## config.mk

```make
export PLATFORM = sky130hd
export DESIGN_NAME = input_source_qualify_detect
export DESIGN_NICKNAME = d
export VERILOG_FILES = /design/src/srcq_pkg.sv /design/src/input_source_qualify_detect.sv
export SDC_FILE = /design/constraint.sdc
export NUM_CORES = 1
export LEC_CHECK = 0
export ABC_CLOCK_PERIOD_IN_PS = 6300
export BUFFER_PORTS_ARGS = -buffer_cell sky130_fd_sc_hd__buf_2
export CORE_UTILIZATION = 45
export DETAILED_ROUTE_END_ITERATION = 8
export GPL_TIMING_DRIVEN = 0
export PLACE_DENSITY = 0.66
export SYNTH_ARGS = -nofsm -noshare
export SYNTH_HDL_FRONTEND = slang
export SYNTH_SLANG_ARGS = --single-unit
```

## constraint.sdc

```tcl
create_clock -name pclk -period 6.3 [get_ports pclk]
set_input_delay 1.26 -clock pclk [delete_from_list [all_inputs] [get_ports pclk]]
set_output_delay 1.26 -clock pclk [all_outputs]
set_load 0.05 [all_outputs]
```

## src/srcq_pkg.sv

```systemverilog
package srcq_pkg;

  // ------------------------------------------------------------------
  // Clock and timing
  // ------------------------------------------------------------------
  localparam int CLK_MHZ = 250;
  localparam int BADSRC_MS = 30;
  localparam int RETRY_MS = 2000;
  localparam int DCD_MS = 500;
  localparam int HV_MS = 100;
  localparam int OPT_STEP_MS = 10;
  localparam int INT_US = 1;
  localparam int BADSRC_CYC = BADSRC_MS * CLK_MHZ * 1000;
  localparam int RETRY_CYC = RETRY_MS * CLK_MHZ * 1000;
  localparam int DCD_CYC = DCD_MS * CLK_MHZ * 1000;
  localparam int HV_CYC = HV_MS * CLK_MHZ * 1000;
  localparam int OPT_STEP_CYC = OPT_STEP_MS * CLK_MHZ * 1000;
  localparam int INT_CYC = INT_US * CLK_MHZ;
  localparam int TMR_W = 29;
  typedef logic [TMR_W-1:0] tmr_t;
  typedef logic [7:0] intc_t;

  // ------------------------------------------------------------------
  // Limits: current in 50 mA steps, voltage in 100 mV steps
  // ------------------------------------------------------------------
  typedef logic [6:0] limit_pin_t;
  localparam limit_pin_t LIMIT_PIN_200MA = 7'h04;
  localparam limit_pin_t LIMIT_PIN_500MA = 7'h0A;
  localparam limit_pin_t LIMIT_PIN_1A = 7'h14;
  localparam limit_pin_t LIMIT_PIN_1P5A = 7'h1E;
  localparam limit_pin_t LIMIT_PIN_2A = 7'h28;
  localparam limit_pin_t LIMIT_PIN_2P1A = 7'h2A;
  localparam limit_pin_t LIMIT_PIN_2P4A = 7'h30;
  localparam limit_pin_t LIMIT_PIN_3P25A = 7'h41;
  localparam limit_pin_t LIMIT_PIN_STEP = 7'h01;
  localparam limit_pin_t LIMIT_PIN_RST = 7'h0A;
  typedef logic [7:0] vlim_t;
  localparam vlim_t VLIM_MIN = 8'h27;
  localparam vlim_t VLIM_RST = 8'h2B;
  typedef logic [4:0] vofs_t;
  localparam vofs_t VOFS_RST = 5'h06;

  // ------------------------------------------------------------------
  // Source codes and comparator classes
  // ------------------------------------------------------------------
  typedef logic [2:0] src_t;
  localparam src_t SRC_NONE = 3'h0;
  localparam src_t SRC_SDP = 3'h1;
  localparam src_t SRC_CDP = 3'h2;
  localparam src_t SRC_DCP = 3'h3;
  localparam src_t SRC_HV = 3'h4;
  localparam src_t SRC_UNK = 3'h5;
  localparam src_t SRC_NSTD = 3'h6;
  typedef logic [1:0] bc_t;
  localparam bc_t BC_SDP = 2'h1;
  localparam bc_t BC_CDP = 2'h2;
  localparam bc_t BC_DCP = 2'h3;
  localparam logic [1:0] WIN_1P2 = 2'h1;
  localparam logic [1:0] WIN_2P0 = 2'h2;
  localparam logic [1:0] WIN_2P7 = 2'h3;

  typedef struct packed {
    logic contact;
    bc_t bc_class;
    logic [1:0] dp_win;
    logic [1:0] dm_win;
  } dpdm_sense_t;

  typedef struct packed {
    logic dp_src;
    logic dp_sink;
    logic dm_src;
    logic dm_sink;
  } dpdm_drive_t;

  typedef struct packed {
    logic charge_enable;
    logic limit_pin_enable;
    logic force_optimizer;
    logic optimizer_enable;
    logic absolute_vlimit_select;
    logic force_port_detect;
    logic hv_charger_enable;
    logic vendor_hv_enable;
    logic auto_port_detect_enable;
  } ctrl_t;
  localparam ctrl_t CTRL_RST = 9'h1A1;

  // ------------------------------------------------------------------
  // Register map (byte addresses)
  // ------------------------------------------------------------------
  typedef logic [7:0] addr_t;
  localparam addr_t A_CTRL = 8'h00;
  localparam addr_t A_LIMIT_PIN = 8'h04;
  localparam addr_t A_VLIM = 8'h08;
  localparam addr_t A_VOFS = 8'h0C;
  localparam addr_t A_STAT = 8'h10;
  localparam addr_t A_OPT = 8'h14;

  typedef enum logic [3:0] {
    ST_IDLE = 4'h0,
    ST_REGUP = 4'h1,
    ST_QUAL = 4'h2,
    ST_RETRY = 4'h3,
    ST_DETECT = 4'h4,
    ST_HV = 4'h5,
    ST_VLIM = 4'h6,
    ST_CONV = 4'h7,
    ST_OPT = 4'h8,
    ST_RUN = 4'h9
  } state_t;

endpackage : srcq_pkg

```

## src/input_source_qualify_detect.sv

```systemverilog
// Our own choices: the APB slave port and the register addresses.
`timescale 1ns/100ps
module input_source_qualify_detect #(
  parameter int T_BADSRC_CYC = srcq_pkg::BADSRC_CYC,
  parameter int T_RETRY_CYC = srcq_pkg::RETRY_CYC,
  parameter int T_DCD_CYC = srcq_pkg::DCD_CYC,
  parameter int T_HV_CYC = srcq_pkg::HV_CYC,
  parameter int T_OPT_STEP_CYC = srcq_pkg::OPT_STEP_CYC
) (
  input wire logic pclk,
  input wire logic presetn,
  input wire logic psel,
  input wire logic penable,
  input wire logic pwrite,
  input wire srcq_pkg::addr_t paddr,
  input wire logic [31:0] pwdata,
  output logic [31:0] prdata,
  output logic pready,
  output logic pslverr,
  input wire logic vbus_present,
  input wire logic regulator_up,
  input wire logic vbus_below_ovp,
  input wire logic vbus_above_min,
  input wire srcq_pkg::dpdm_sense_t dpdm_sense,
  input wire logic vbus_raised,
  input wire srcq_pkg::vlim_t vbus_level,
  input wire logic sys_above_2v2,
  input wire logic vlimit_active,
  input wire srcq_pkg::limit_pin_t limit_pin,
  output logic regulator_en,
  output logic test_load_en,
  output srcq_pkg::dpdm_drive_t dpdm_drive,
  output logic converter_en,
  output logic battery_switch,
  output srcq_pkg::limit_pin_t eff_limit,
  output logic int_n
);

  // ------------------------------------------------------------------
  // State
  // ------------------------------------------------------------------
  srcq_pkg::state_t state_r, state_nxt;
  srcq_pkg::tmr_t timer_r, timer_nxt;
  srcq_pkg::ctrl_t ctrl_r, ctrl_nxt;
  srcq_pkg::limit_pin_t limit_pin_r, limit_pin_nxt, opt_r, opt_nxt, eff_nxt, det_lim;
  srcq_pkg::vlim_t vlim_r, vlim_nxt;
  srcq_pkg::vofs_t vofs_r;
  srcq_pkg::src_t src_r, det_src;
  srcq_pkg::dpdm_drive_t drive_nxt;
  srcq_pkg::intc_t int_cnt_r, int_cnt_nxt;
  logic [4:0] int_pend_r, int_pend_nxt;
  logic input_good_r, power_good_r, std_port_r, conv_on_r;
  logic ev_good, det_done, ev_vlim, opt_start, opt_done, int_start;
  logic [31:0] rdata_nxt;
  logic addr_ok;

  function automatic srcq_pkg::limit_pin_t min_lim(srcq_pkg::limit_pin_t a,
                                              srcq_pkg::limit_pin_t b);
    return (a < b) ? a : b;
  endfunction : min_lim

  // ------------------------------------------------------------------
  // APB decode
  // ------------------------------------------------------------------
  wire setup_ph = psel & ~penable;
  wire wr_en = psel & penable & pready & pwrite;
  wire wr_ctrl = wr_en && (paddr == srcq_pkg::A_CTRL);
  wire wr_limit_pin = wr_en && (paddr == srcq_pkg::A_LIMIT_PIN);
  // Voltage limit is only writable in absolute mode
  wire wr_vlim = wr_en && (paddr == srcq_pkg::A_VLIM)
                 && ctrl_r.absolute_vlimit_select;
  wire wr_vofs = wr_en && (paddr == srcq_pkg::A_VOFS);
  wire hv_any = ctrl_r.vendor_hv_enable | ctrl_r.hv_charger_enable;
  wire qual_ok = vbus_below_ovp & vbus_above_min;
  wire tmr_done = (timer_r == '0);
  wire opt_auto = ctrl_r.optimizer_enable
                  && (src_r == srcq_pkg::SRC_DCP || src_r == srcq_pkg::SRC_HV);
  wire [8:0] vlim_calc = {1'b0, vbus_level} - {4'h0, vofs_r};
  wire [1:0] dpw = dpdm_sense.dp_win;
  wire [1:0] dmw = dpdm_sense.dm_win;

  always_comb begin
    addr_ok = 1'b1;
    rdata_nxt = 32'h0000_0000;
    case (paddr)
      srcq_pkg::A_CTRL: rdata_nxt = {23'h0, ctrl_r};
      srcq_pkg::A_LIMIT_PIN: rdata_nxt = {25'h0, limit_pin_r};
      srcq_pkg::A_VLIM: rdata_nxt = {24'h0, vlim_r};
      srcq_pkg::A_VOFS: rdata_nxt = {27'h0, vofs_r};
      srcq_pkg::A_STAT: rdata_nxt = {21'h0, conv_on_r, state_r, std_port_r,
                                     src_r, power_good_r, input_good_r};
      srcq_pkg::A_OPT: rdata_nxt = {17'h0, eff_limit, 1'b0, opt_r};
      default: addr_ok = 1'b0;
    endcase
  end

  // ------------------------------------------------------------------
  // Source classification
  // ------------------------------------------------------------------
  always_comb begin
    det_src = srcq_pkg::SRC_UNK;
    det_lim = srcq_pkg::LIMIT_PIN_500MA;
    if (dpdm_sense.contact) begin
      case (dpdm_sense.bc_class)
        srcq_pkg::BC_SDP: begin
          det_src = srcq_pkg::SRC_SDP;
          det_lim = srcq_pkg::LIMIT_PIN_500MA;
        end
        srcq_pkg::BC_CDP: begin
          det_src = srcq_pkg::SRC_CDP;
          det_lim = srcq_pkg::LIMIT_PIN_1P5A;
        end
        srcq_pkg::BC_DCP: begin
          det_src = srcq_pkg::SRC_DCP;
          det_lim = srcq_pkg::LIMIT_PIN_3P25A;
        end
        default: ;
      endcase
    end else begin
      det_src = srcq_pkg::SRC_NSTD;
      if (dpw == srcq_pkg::WIN_2P7 && dmw == srcq_pkg::WIN_2P0)
        det_lim = srcq_pkg::LIMIT_PIN_2P1A;
      else if (dpw == srcq_pkg::WIN_1P2 && dmw == srcq_pkg::WIN_1P2)
        det_lim = srcq_pkg::LIMIT_PIN_2A;
      else if (dpw == srcq_pkg::WIN_2P0 && dmw == srcq_pkg::WIN_2P7)
        det_lim = srcq_pkg::LIMIT_PIN_1A;
      else if (dpw == srcq_pkg::WIN_2P7 && dmw == srcq_pkg::WIN_2P7)
        det_lim = srcq_pkg::LIMIT_PIN_2P4A;
      else begin
        det_src = srcq_pkg::SRC_UNK;
        det_lim = srcq_pkg::LIMIT_PIN_500MA;
      end
    end
  end

  // ------------------------------------------------------------------
  // Attach sequencer
  // ------------------------------------------------------------------
  always_comb begin
    state_nxt = state_r;
    timer_nxt = tmr_done ? timer_r : timer_r - 1'b1;
    ev_good = 1'b0;
    det_done = 1'b0;
    ev_vlim = 1'b0;
    opt_start = 1'b0;
    opt_done = 1'b0;
    opt_nxt = opt_r;
    case (state_r)
      srcq_pkg::ST_IDLE: if (vbus_present) state_nxt = srcq_pkg::ST_REGUP;
      srcq_pkg::ST_REGUP: if (regulator_up) begin
        state_nxt = srcq_pkg::ST_QUAL;
        timer_nxt = srcq_pkg::tmr_t'(T_BADSRC_CYC);
      end
      srcq_pkg::ST_QUAL: if (tmr_done) begin
        if (qual_ok) begin
          ev_good = 1'b1;
          timer_nxt = srcq_pkg::tmr_t'(T_DCD_CYC);
          state_nxt = ctrl_r.auto_port_detect_enable ? srcq_pkg::ST_DETECT
                      : srcq_pkg::ST_VLIM;
        end else begin
          state_nxt = srcq_pkg::ST_RETRY;
          timer_nxt = srcq_pkg::tmr_t'(T_RETRY_CYC);
        end
      end
      srcq_pkg::ST_RETRY: if (tmr_done) begin
        state_nxt = srcq_pkg::ST_QUAL;
        timer_nxt = srcq_pkg::tmr_t'(T_BADSRC_CYC);
      end
      srcq_pkg::ST_DETECT: if (dpdm_sense.contact || tmr_done) begin
        if (det_src == srcq_pkg::SRC_DCP && hv_any) begin
          state_nxt = srcq_pkg::ST_HV;
          timer_nxt = srcq_pkg::tmr_t'(T_HV_CYC);
        end else begin
          det_done = 1'b1;
          state_nxt = srcq_pkg::ST_VLIM;
        end
      end
      srcq_pkg::ST_HV: if (tmr_done) begin
        det_done = 1'b1;
        state_nxt = srcq_pkg::ST_VLIM;
      end
      srcq_pkg::ST_VLIM: begin
        ev_vlim = 1'b1;
        state_nxt = srcq_pkg::ST_CONV;
      end
      srcq_pkg::ST_CONV: begin
        state_nxt = srcq_pkg::ST_RUN;
        if (opt_auto || ctrl_r.force_optimizer) begin
          opt_start = 1'b1;
          state_nxt = srcq_pkg::ST_OPT;
        end
      end
      srcq_pkg::ST_OPT: if (tmr_done) begin
        // Step down while the voltage limit still bites
        if (vlimit_active && opt_r > srcq_pkg::LIMIT_PIN_200MA) begin
          opt_nxt = opt_r - srcq_pkg::LIMIT_PIN_STEP;
          timer_nxt = srcq_pkg::tmr_t'(T_OPT_STEP_CYC);
        end else begin
          opt_done = 1'b1;
          state_nxt = srcq_pkg::ST_RUN;
        end
      end
      srcq_pkg::ST_RUN: begin
        if (ctrl_r.force_port_detect) begin
          state_nxt = srcq_pkg::ST_DETECT;
          timer_nxt = srcq_pkg::tmr_t'(T_DCD_CYC);
        end else if (ctrl_r.force_optimizer) begin
          opt_start = 1'b1;
          state_nxt = srcq_pkg::ST_OPT;
        end
      end
      default: state_nxt = srcq_pkg::ST_IDLE;
    endcase
    if (opt_start) begin
      opt_nxt = limit_pin_r;
      timer_nxt = srcq_pkg::tmr_t'(T_OPT_STEP_CYC);
    end
    if (!vbus_present) state_nxt = srcq_pkg::ST_IDLE;
  end

  // ------------------------------------------------------------------
  // Register and limit next values
  // ------------------------------------------------------------------
  always_comb begin
    ctrl_nxt = ctrl_r;
    if (det_done) ctrl_nxt.force_port_detect = 1'b0;
    if (opt_done) ctrl_nxt.force_optimizer = 1'b0;
    // A host write in the same cycle wins over the self clear
    if (wr_ctrl) ctrl_nxt = srcq_pkg::ctrl_t'(pwdata[8:0]);
  end

  wire hv_ok = (state_r == srcq_pkg::ST_HV) && vbus_raised;
  wire srcq_pkg::src_t fin_src = hv_ok ? srcq_pkg::SRC_HV : det_src;
  wire srcq_pkg::limit_pin_t fin_lim = hv_ok ? srcq_pkg::LIMIT_PIN_1P5A : det_lim;
  assign limit_pin_nxt = wr_limit_pin ? pwdata[6:0] : det_done ? fin_lim : limit_pin_r;
  assign vlim_nxt = wr_vlim ? pwdata[7:0]
                  : (ev_vlim && !ctrl_r.absolute_vlimit_select)
                  ? ((vlim_calc[8] || vlim_calc[7:0] < srcq_pkg::VLIM_MIN)
                    ? srcq_pkg::VLIM_MIN : vlim_calc[7:0])
                  : vlim_r;

  wire srcq_pkg::limit_pin_t base_lim = ctrl_r.optimizer_enable ? opt_r : limit_pin_r;
  wire srcq_pkg::limit_pin_t soft_lim = min_lim(srcq_pkg::LIMIT_PIN_200MA, limit_pin_r);
  wire srcq_pkg::limit_pin_t run_lim = sys_above_2v2 ? base_lim : soft_lim;
  assign eff_nxt = ctrl_r.limit_pin_enable
                 ? min_lim(run_lim, limit_pin) : run_lim;

  // High voltage request: vendor bit asks 12 V, else 9 V
  always_comb begin
    drive_nxt = '0;
    if (state_nxt == srcq_pkg::ST_HV) begin
      if (ctrl_r.vendor_hv_enable) begin
        drive_nxt.dp_sink = 1'b1;
        drive_nxt.dm_src = 1'b1;
      end else begin
        drive_nxt.dp_src = 1'b1;
        drive_nxt.dm_sink = 1'b1;
      end
    end
  end

  // ------------------------------------------------------------------
  // Interrupt pulses: events queue so none merge or drop
  // ------------------------------------------------------------------
  wire [1:0] ev_cnt = {1'b0, ev_good} + {1'b0, det_done} + {1'b0, ev_vlim};
  assign int_start = (int_cnt_r == '0) && int_n && (int_pend_r != '0);
  always_comb begin
    int_pend_nxt = int_pend_r + {3'h0, ev_cnt} - {4'h0, int_start};
    int_cnt_nxt = int_cnt_r;
    if (int_start) int_cnt_nxt = srcq_pkg::intc_t'(srcq_pkg::INT_CYC);
    else if (int_cnt_r != '0) int_cnt_nxt = int_cnt_r - 1'b1;
  end

  // ------------------------------------------------------------------
  // Flip-flops
  // ------------------------------------------------------------------
  always_ff @(posedge pclk or negedge presetn) begin
    if (!presetn) begin
      state_r <= srcq_pkg::ST_IDLE;
      timer_r <= '0;
      ctrl_r <= srcq_pkg::CTRL_RST;
      limit_pin_r <= srcq_pkg::LIMIT_PIN_RST;
      vlim_r <= srcq_pkg::VLIM_RST;
      vofs_r <= srcq_pkg::VOFS_RST;
      opt_r <= srcq_pkg::LIMIT_PIN_RST;
      src_r <= srcq_pkg::SRC_NONE;
      std_port_r <= 1'b0;
      input_good_r <= 1'b0;
      power_good_r <= 1'b0;
      conv_on_r <= 1'b0;
      int_pend_r <= '0;
      int_cnt_r <= '0;
    end else begin
      state_r <= state_nxt;
      timer_r <= timer_nxt;
      ctrl_r <= ctrl_nxt;
      limit_pin_r <= limit_pin_nxt;
      vlim_r <= vlim_nxt;
      if (wr_vofs) vofs_r <= pwdata[4:0];
      opt_r <= opt_nxt;
      if (det_done) begin
        src_r <= fin_src;
        std_port_r <= (fin_src == srcq_pkg::SRC_SDP);
      end
      input_good_r <= (input_good_r | ev_good) & vbus_present;
      power_good_r <= (power_good_r | det_done
                      | (ev_good & ~ctrl_r.auto_port_detect_enable))
                      & vbus_present;
      conv_on_r <= (conv_on_r | (state_r == srcq_pkg::ST_CONV))
                   & vbus_present;
      int_pend_r <= int_pend_nxt;
      int_cnt_r <= int_cnt_nxt;
    end
  end

  always_ff @(posedge pclk or negedge presetn) begin
    if (!presetn) begin
      prdata <= 32'h0000_0000;
      pready <= 1'b0;
      pslverr <= 1'b0;
      regulator_en <= 1'b0;
      test_load_en <= 1'b0;
      dpdm_drive <= '0;
      converter_en <= 1'b0;
      battery_switch <= 1'b0;
      eff_limit <= srcq_pkg::LIMIT_PIN_RST;
      int_n <= 1'b1;
    end else begin
      prdata <= (setup_ph && !pwrite) ? rdata_nxt : 32'h0000_0000;
      pready <= setup_ph;
      pslverr <= setup_ph && !addr_ok;
      regulator_en <= (state_nxt != srcq_pkg::ST_IDLE);
      test_load_en <= (state_nxt == srcq_pkg::ST_QUAL);
      dpdm_drive <= drive_nxt;
      converter_en <= conv_on_r & vbus_present;
      battery_switch <= ~(conv_on_r & ~ctrl_r.charge_enable);
      eff_limit <= eff_nxt;
      int_n <= (int_cnt_nxt == '0);
    end
  end

  // ------------------------------------------------------------------
  // Checks
  // ------------------------------------------------------------------
  localparam int INT_WAIT = 800;
endmodule : input_source_qualify_detect

```

Word-level counts from Yosys, hierarchy flattened --
Cells that the tools add are included.
Operators by class: equal/unequal tests 29, $lt $le $gt $ge 4, bitwise gates (word level) 20, add/subtract/negate cells 8, mux-type cells 81, reduce and logical (&&, ||, !) cells 42
Operators by type and width (count):
- $mux 29 | 11
- $pmux 29 s6 | 1
- $mux 7 | 14
- $pmux 15 s6 | 1
- $mux 4 | 11
- $mux 8 | 5
- $pmux 4 s10 | 1
- $mux 32 | 1
- $logic_not 29->1 | 1
- $sub 29x1->29 const B | 1
- $logic_not 8->1 | 3
- $mux 6 | 4
- $eq 4x3->1 const B | 5
- $logic_and 1x1->1 | 18
- $mux 1 | 18
- $eq 8x4->1 const B | 2
- $eq 8x5->1 const B | 2
- $mux 2 | 7
- $pmux 7 s2 | 1
- $reduce_bool 2->1 | 7
- $eq 2x2->1 const B | 6
- $eq 4x2->1 const B | 3
- $and 1x1->1 | 11
- $mux 3 | 3
- 30 further kinds | 47
Word-level totals: output and inout bits 50, register bits 139

Longest topological paths before layout --
depth after elaboration 16, gate-level depth with buffers 14, depth with buffers taken out 13

Worst setup path before layout --
OpenSTA, ideal clock, no wires.
path type reg-to-reg, from register timer_r[14], to register int_pend_r[4], stages on the path, launching flop included 14, required time 6.176 ns, path slack 2.414 ns, arrival 3.762 ns, setup time 0.124 ns, cell sequence dfrtp_1 > or4_4 > or3_4 > nor3_4 > buf_4 > nand2_1 > ha_1 > fa_1 > inv_1 > ha_1 > fa_1 > a21o_1 > a21oi_1 > xnor2_1
Between the ends: cells in the longest elaborated chain, start to end 8
RTL lines:
- start: declaration | line input_source_qualify_detect.sv:43 | srcq_pkg::tmr_t timer_r, timer_nxt;
- start signal: assignment | line input_source_qualify_detect.sv:295 | timer_r <= timer_nxt;
- $logic_not 29->1 (*) | line input_source_qualify_detect.sv:75 | wire tmr_done = (timer_r == '0);
- $logic_or 1x1->1 | line input_source_qualify_detect.sv:169 | srcq_pkg::ST_DETECT: if (dpdm_sense.contact || tmr_done) begin
- $mux 1 | line input_source_qualify_detect.sv:169
- $pmux 1 s2 | line input_source_qualify_detect.sv:148 | case (state_r)
- $add 1x1->2 (*) | line input_source_qualify_detect.sv:265 | wire [1:0] ev_cnt = {1'b0, ev_good} + {1'b0, det_done} + {1'b0, ev_vlim};
- $add 2x1->2 (*) | line input_source_qualify_detect.sv:265
- $add 5x2->5 (*) | line input_source_qualify_detect.sv:268 | int_pend_nxt = int_pend_r + {3'h0, ev_cnt} - {4'h0, int_start};
- $sub 5x1->5 (*) | line input_source_qualify_detect.sv:268
- net int_pend_nxt[4] | line input_source_qualify_detect.sv:51 | logic [4:0] int_pend_r, int_pend_nxt;
- end signal: assignment | line input_source_qualify_detect.sv:311 | int_pend_r <= int_pend_nxt;
- end: declaration | line input_source_qualify_detect.sv:51
The timed path passes the listed nets; every way through them passes the cells marked *. A chain may end at the register's enable or synchronous reset.

Worst setup path in the final report --
from register timer_r[19], to register int_pend_r[4]
Same word-level chain as after synthesis.

==> results.txt <==
Outcome: complete, no violations
Unrepaired setup endpoints after global routing: false
Final worst clock skew: 8.917 ps
Crit path kind: reg2reg
Hold Startpoint: eff_limit[6]
Clock sink total: 120
R2r worst-path depth: 13
CTS Hold Buffers Added: 0
I/O Buffers: 81
Worst min-delay path category: reg2reg
Final hold vios: 0
H-tree lvl count: 4
Via density: 5.685
CP Buf/Inv Count: 2
Final Cycle Share: 74.37%
Internal power: 1.745 mW
Final WL: 21,750 um
Antenna diode count: 0
Routed via count: 6,958
Mapped cell area: 7697 um2
Top cells by count, synth: 103 x dfrtp_1, 94 x nor2_1, 75 x a21oi_1
Slowest stage delay, CP: 730 ps
Maxcap violations: 0
Initial antenna violation count: 0
Sw frac: 30.40%
Critical-path cell list: nor4_1 > nand4_1 > nor3_4 > buf_4 > nand2_1 > ha_1 > fa_1 > inv_1 > ha_1 > fa_1 > a21o_1 > a21oi_1 > xnor2_1
Total grt overflow: 0
Total CTS buffers: 17
DR DRC count: 0
Die W: 132.8 um
Yosys warning count: 0
FF-to-FF setup slack: 1610 ps
Worst Path Required: 6650 ps
Tot GR Track Use: 25.54%
Cts repair resizes: 0
Synth Area per Inst: 8.807 um2
Slew at the pin closest to its max-slew limit: 1004 ps
Sequential cell fraction of total power: 36.9%
Synth Area in Compound Gates: 19.60%
Placed cells: 1,192
Post-layout util: 54.79%
FF-to-FF End: int_pend_r[4]
CTS root buffer: clkbuf_16
R2R Path Start: timer_r[19]
Worst setup EP type: register
Final Critical Period: 4685 ps
TritonCTS clock tree: built
Clock transition at path regs: 60 ps
Ys flop type: dfrtp_1
Area of the die: 17,630 um2
Register area share after synthesis: 39.29%
Final non-filler cell total: 1,224
Gp weighted congestion: 0.9480
Combinational power share: 20.4%
WL/cell: 17.77 um
Post-synth EDFFs: 0
Die height: 132.8 um
Area growth syn-to-layout: 18.45%
Synthesized flop and latch total: 120
Crit path max-delay cell type: nor4_1
Worst skew pair latency: 430 ps
Hold endpoint: prdata[14]
Pins Over Slew Limit: 0
Synth unique cells: 73
Post-Synth Adder-Cell Area: 4.681%
P per Cell Area: 275.0 nW/um2
Crit path max fanout: 10
Sum of negative setup slack: 0 ps
Max frequency: 213.4 MHz
Clock power frac: 42.7%
Ys async rst share: 100.0%
Hold WS: 468.9 ps
Core area: 16,640 um2
Largest net degree at the start of global routing: 89
Tot Pwr: 2.507 mW
Synth Area in XOR/XNOR: 4.096%
Data arrival, critical path: 5040 ps
Area leader, netlist: dfrtp_1
DRT antenna net count: 0
Share of cells above drive strength 1: 18.73%
Number of global-route vias before repair: 6,573
Row Count: 47
Hold Path Depth: 1
Initial Util: 46.25%
Post-synthesis mux area share: 5.868%
P_leak: 4.180 nW
Max IR drop VDD: 0.1935 mV
Worst slew margin: 32.55%
Delay-heaviest family, CP: simple AND/OR/NAND/NOR gates
Crit path launch type: register
Worst-case clock buffer depth: 2
Area contributors post-synth: dfrtp_1 33%, dfstp_2 5.8%, a21oi_1 4.9%
Simple-gate share of the synthesized area: 20.64%
Iteration-0 DRC Markers: 552
Top-count cell post-synth: dfrtp_1
Switching power: 0.7622 mW
Combinational family with the most area after synthesis: simple AND/OR/NAND/NOR gates
Synth top area share: 33.49%
DPL Wire Length: 16,240 um
DRT Pass-1 Iters: 5
Synth Instances: 874
Final setup fails: 0
First-pass GRT wire length: 34,930 um
Layout Nets: 1,092
# IOs: 124
Post-CTS setup buffers: 0
flip-flops by register name, indices dropped and copies added (netlist names), 2 cells and up:
name         flops
opt_r            7
int_cnt_r        8
vlim_r           8
ctrl_r           9
prdata          15
state_r          4
limit_pin_r      7
int_pend_r       5
vofs_r           5
eff_limit        7
src_r            3
timer_r         29
dpdm_drive       2
how the worst max path moves through the flow:
| stage | from | endpoint | cells after the start |
|---|---|---|---|
| 2_1_floorplan | timer_r[14] | int_pend_r[4] | 13 |
| 3_3_place_gp | timer_r[19] | int_pend_r[4] | 13 |
| 3_5_place_dp | timer_r[19] | int_pend_r[4] | 13 |
| 4_1_cts | timer_r[19] | int_pend_r[4] | 13 |
| 5_1_grt | timer_r[3] | int_pend_r[4] | 13 |
| 6_report | timer_r[19] | int_pend_r[4] | 13 |
power by group through the flow:
stage / logic [mW] / clock network (mW) / registers (mW)
after floorplan: 0.365 / 0 / 0.930
after global placement: 0.498 / 0 / 0.934
after detailed placement: 0.508 / 0 / 0.935
after CTS: 0.512 / 1.09 / 0.923
after global routing: 0.567 / 1.12 / 0.933
final: 0.511 / 1.07 / 0.924
placed cells by master (no fill, tap or decap), drive strengths merged, types with 17 or more instances in the layout:
cell / n
conb: 17
o21ai: 49
clkbuf: 42
a211oi: 19
dfrtp: 103
xnor2: 22
buf: 113
ha: 24
inv: 46
dfstp: 17
a21oi: 75
mux2i: 26
nand2: 66
nor2: 94
mux2: 17
nor3: 37
routing by layer:
| metal | global-route usage (%) | share of wire (%) |
|---|---|---|
| met4 | 9.451 | 2.1 |
| met3 | 5.747 | 5.9 |
| met1 | 35.36 | 46 |
| met5 | 0 | 0 |
| met2 | 38.95 | 46 |
kinds of logic (layout without fill, tap and decap cells):
group / count (synthesis) / count (layout)
compound gates: 233 / 233
xor+xnor: 36 / 36
fa+ha+maj: 27 / 27
buf+inv: 97 / 211
flops: 120 / 120
mux: 43 / 43
other cells: 1 / 17
simple gates: 317 / 317
metrics by stage:
step	setup slack [ps]	instance area (um2)
floorplan	2414	7757
global placement	1655	8438
detailed placement	1640	8472
CTS	1634	9117
global route	1285	9117
finish	1615	9117
area by class of cell:
type,instances,area (um2)
Tap cell,220,275.3
Sequential cell,120,3024
Clock inverter,13,192.7
Multi-Input combinational cell,673,4289
Inverter,43,161.4
Fill cell,1533,7525
Clock buffer,19,452.9
Buffer,54,282.8
Timing Repair Buffer,82,439.2
Power figures use the tool's default switching activity.
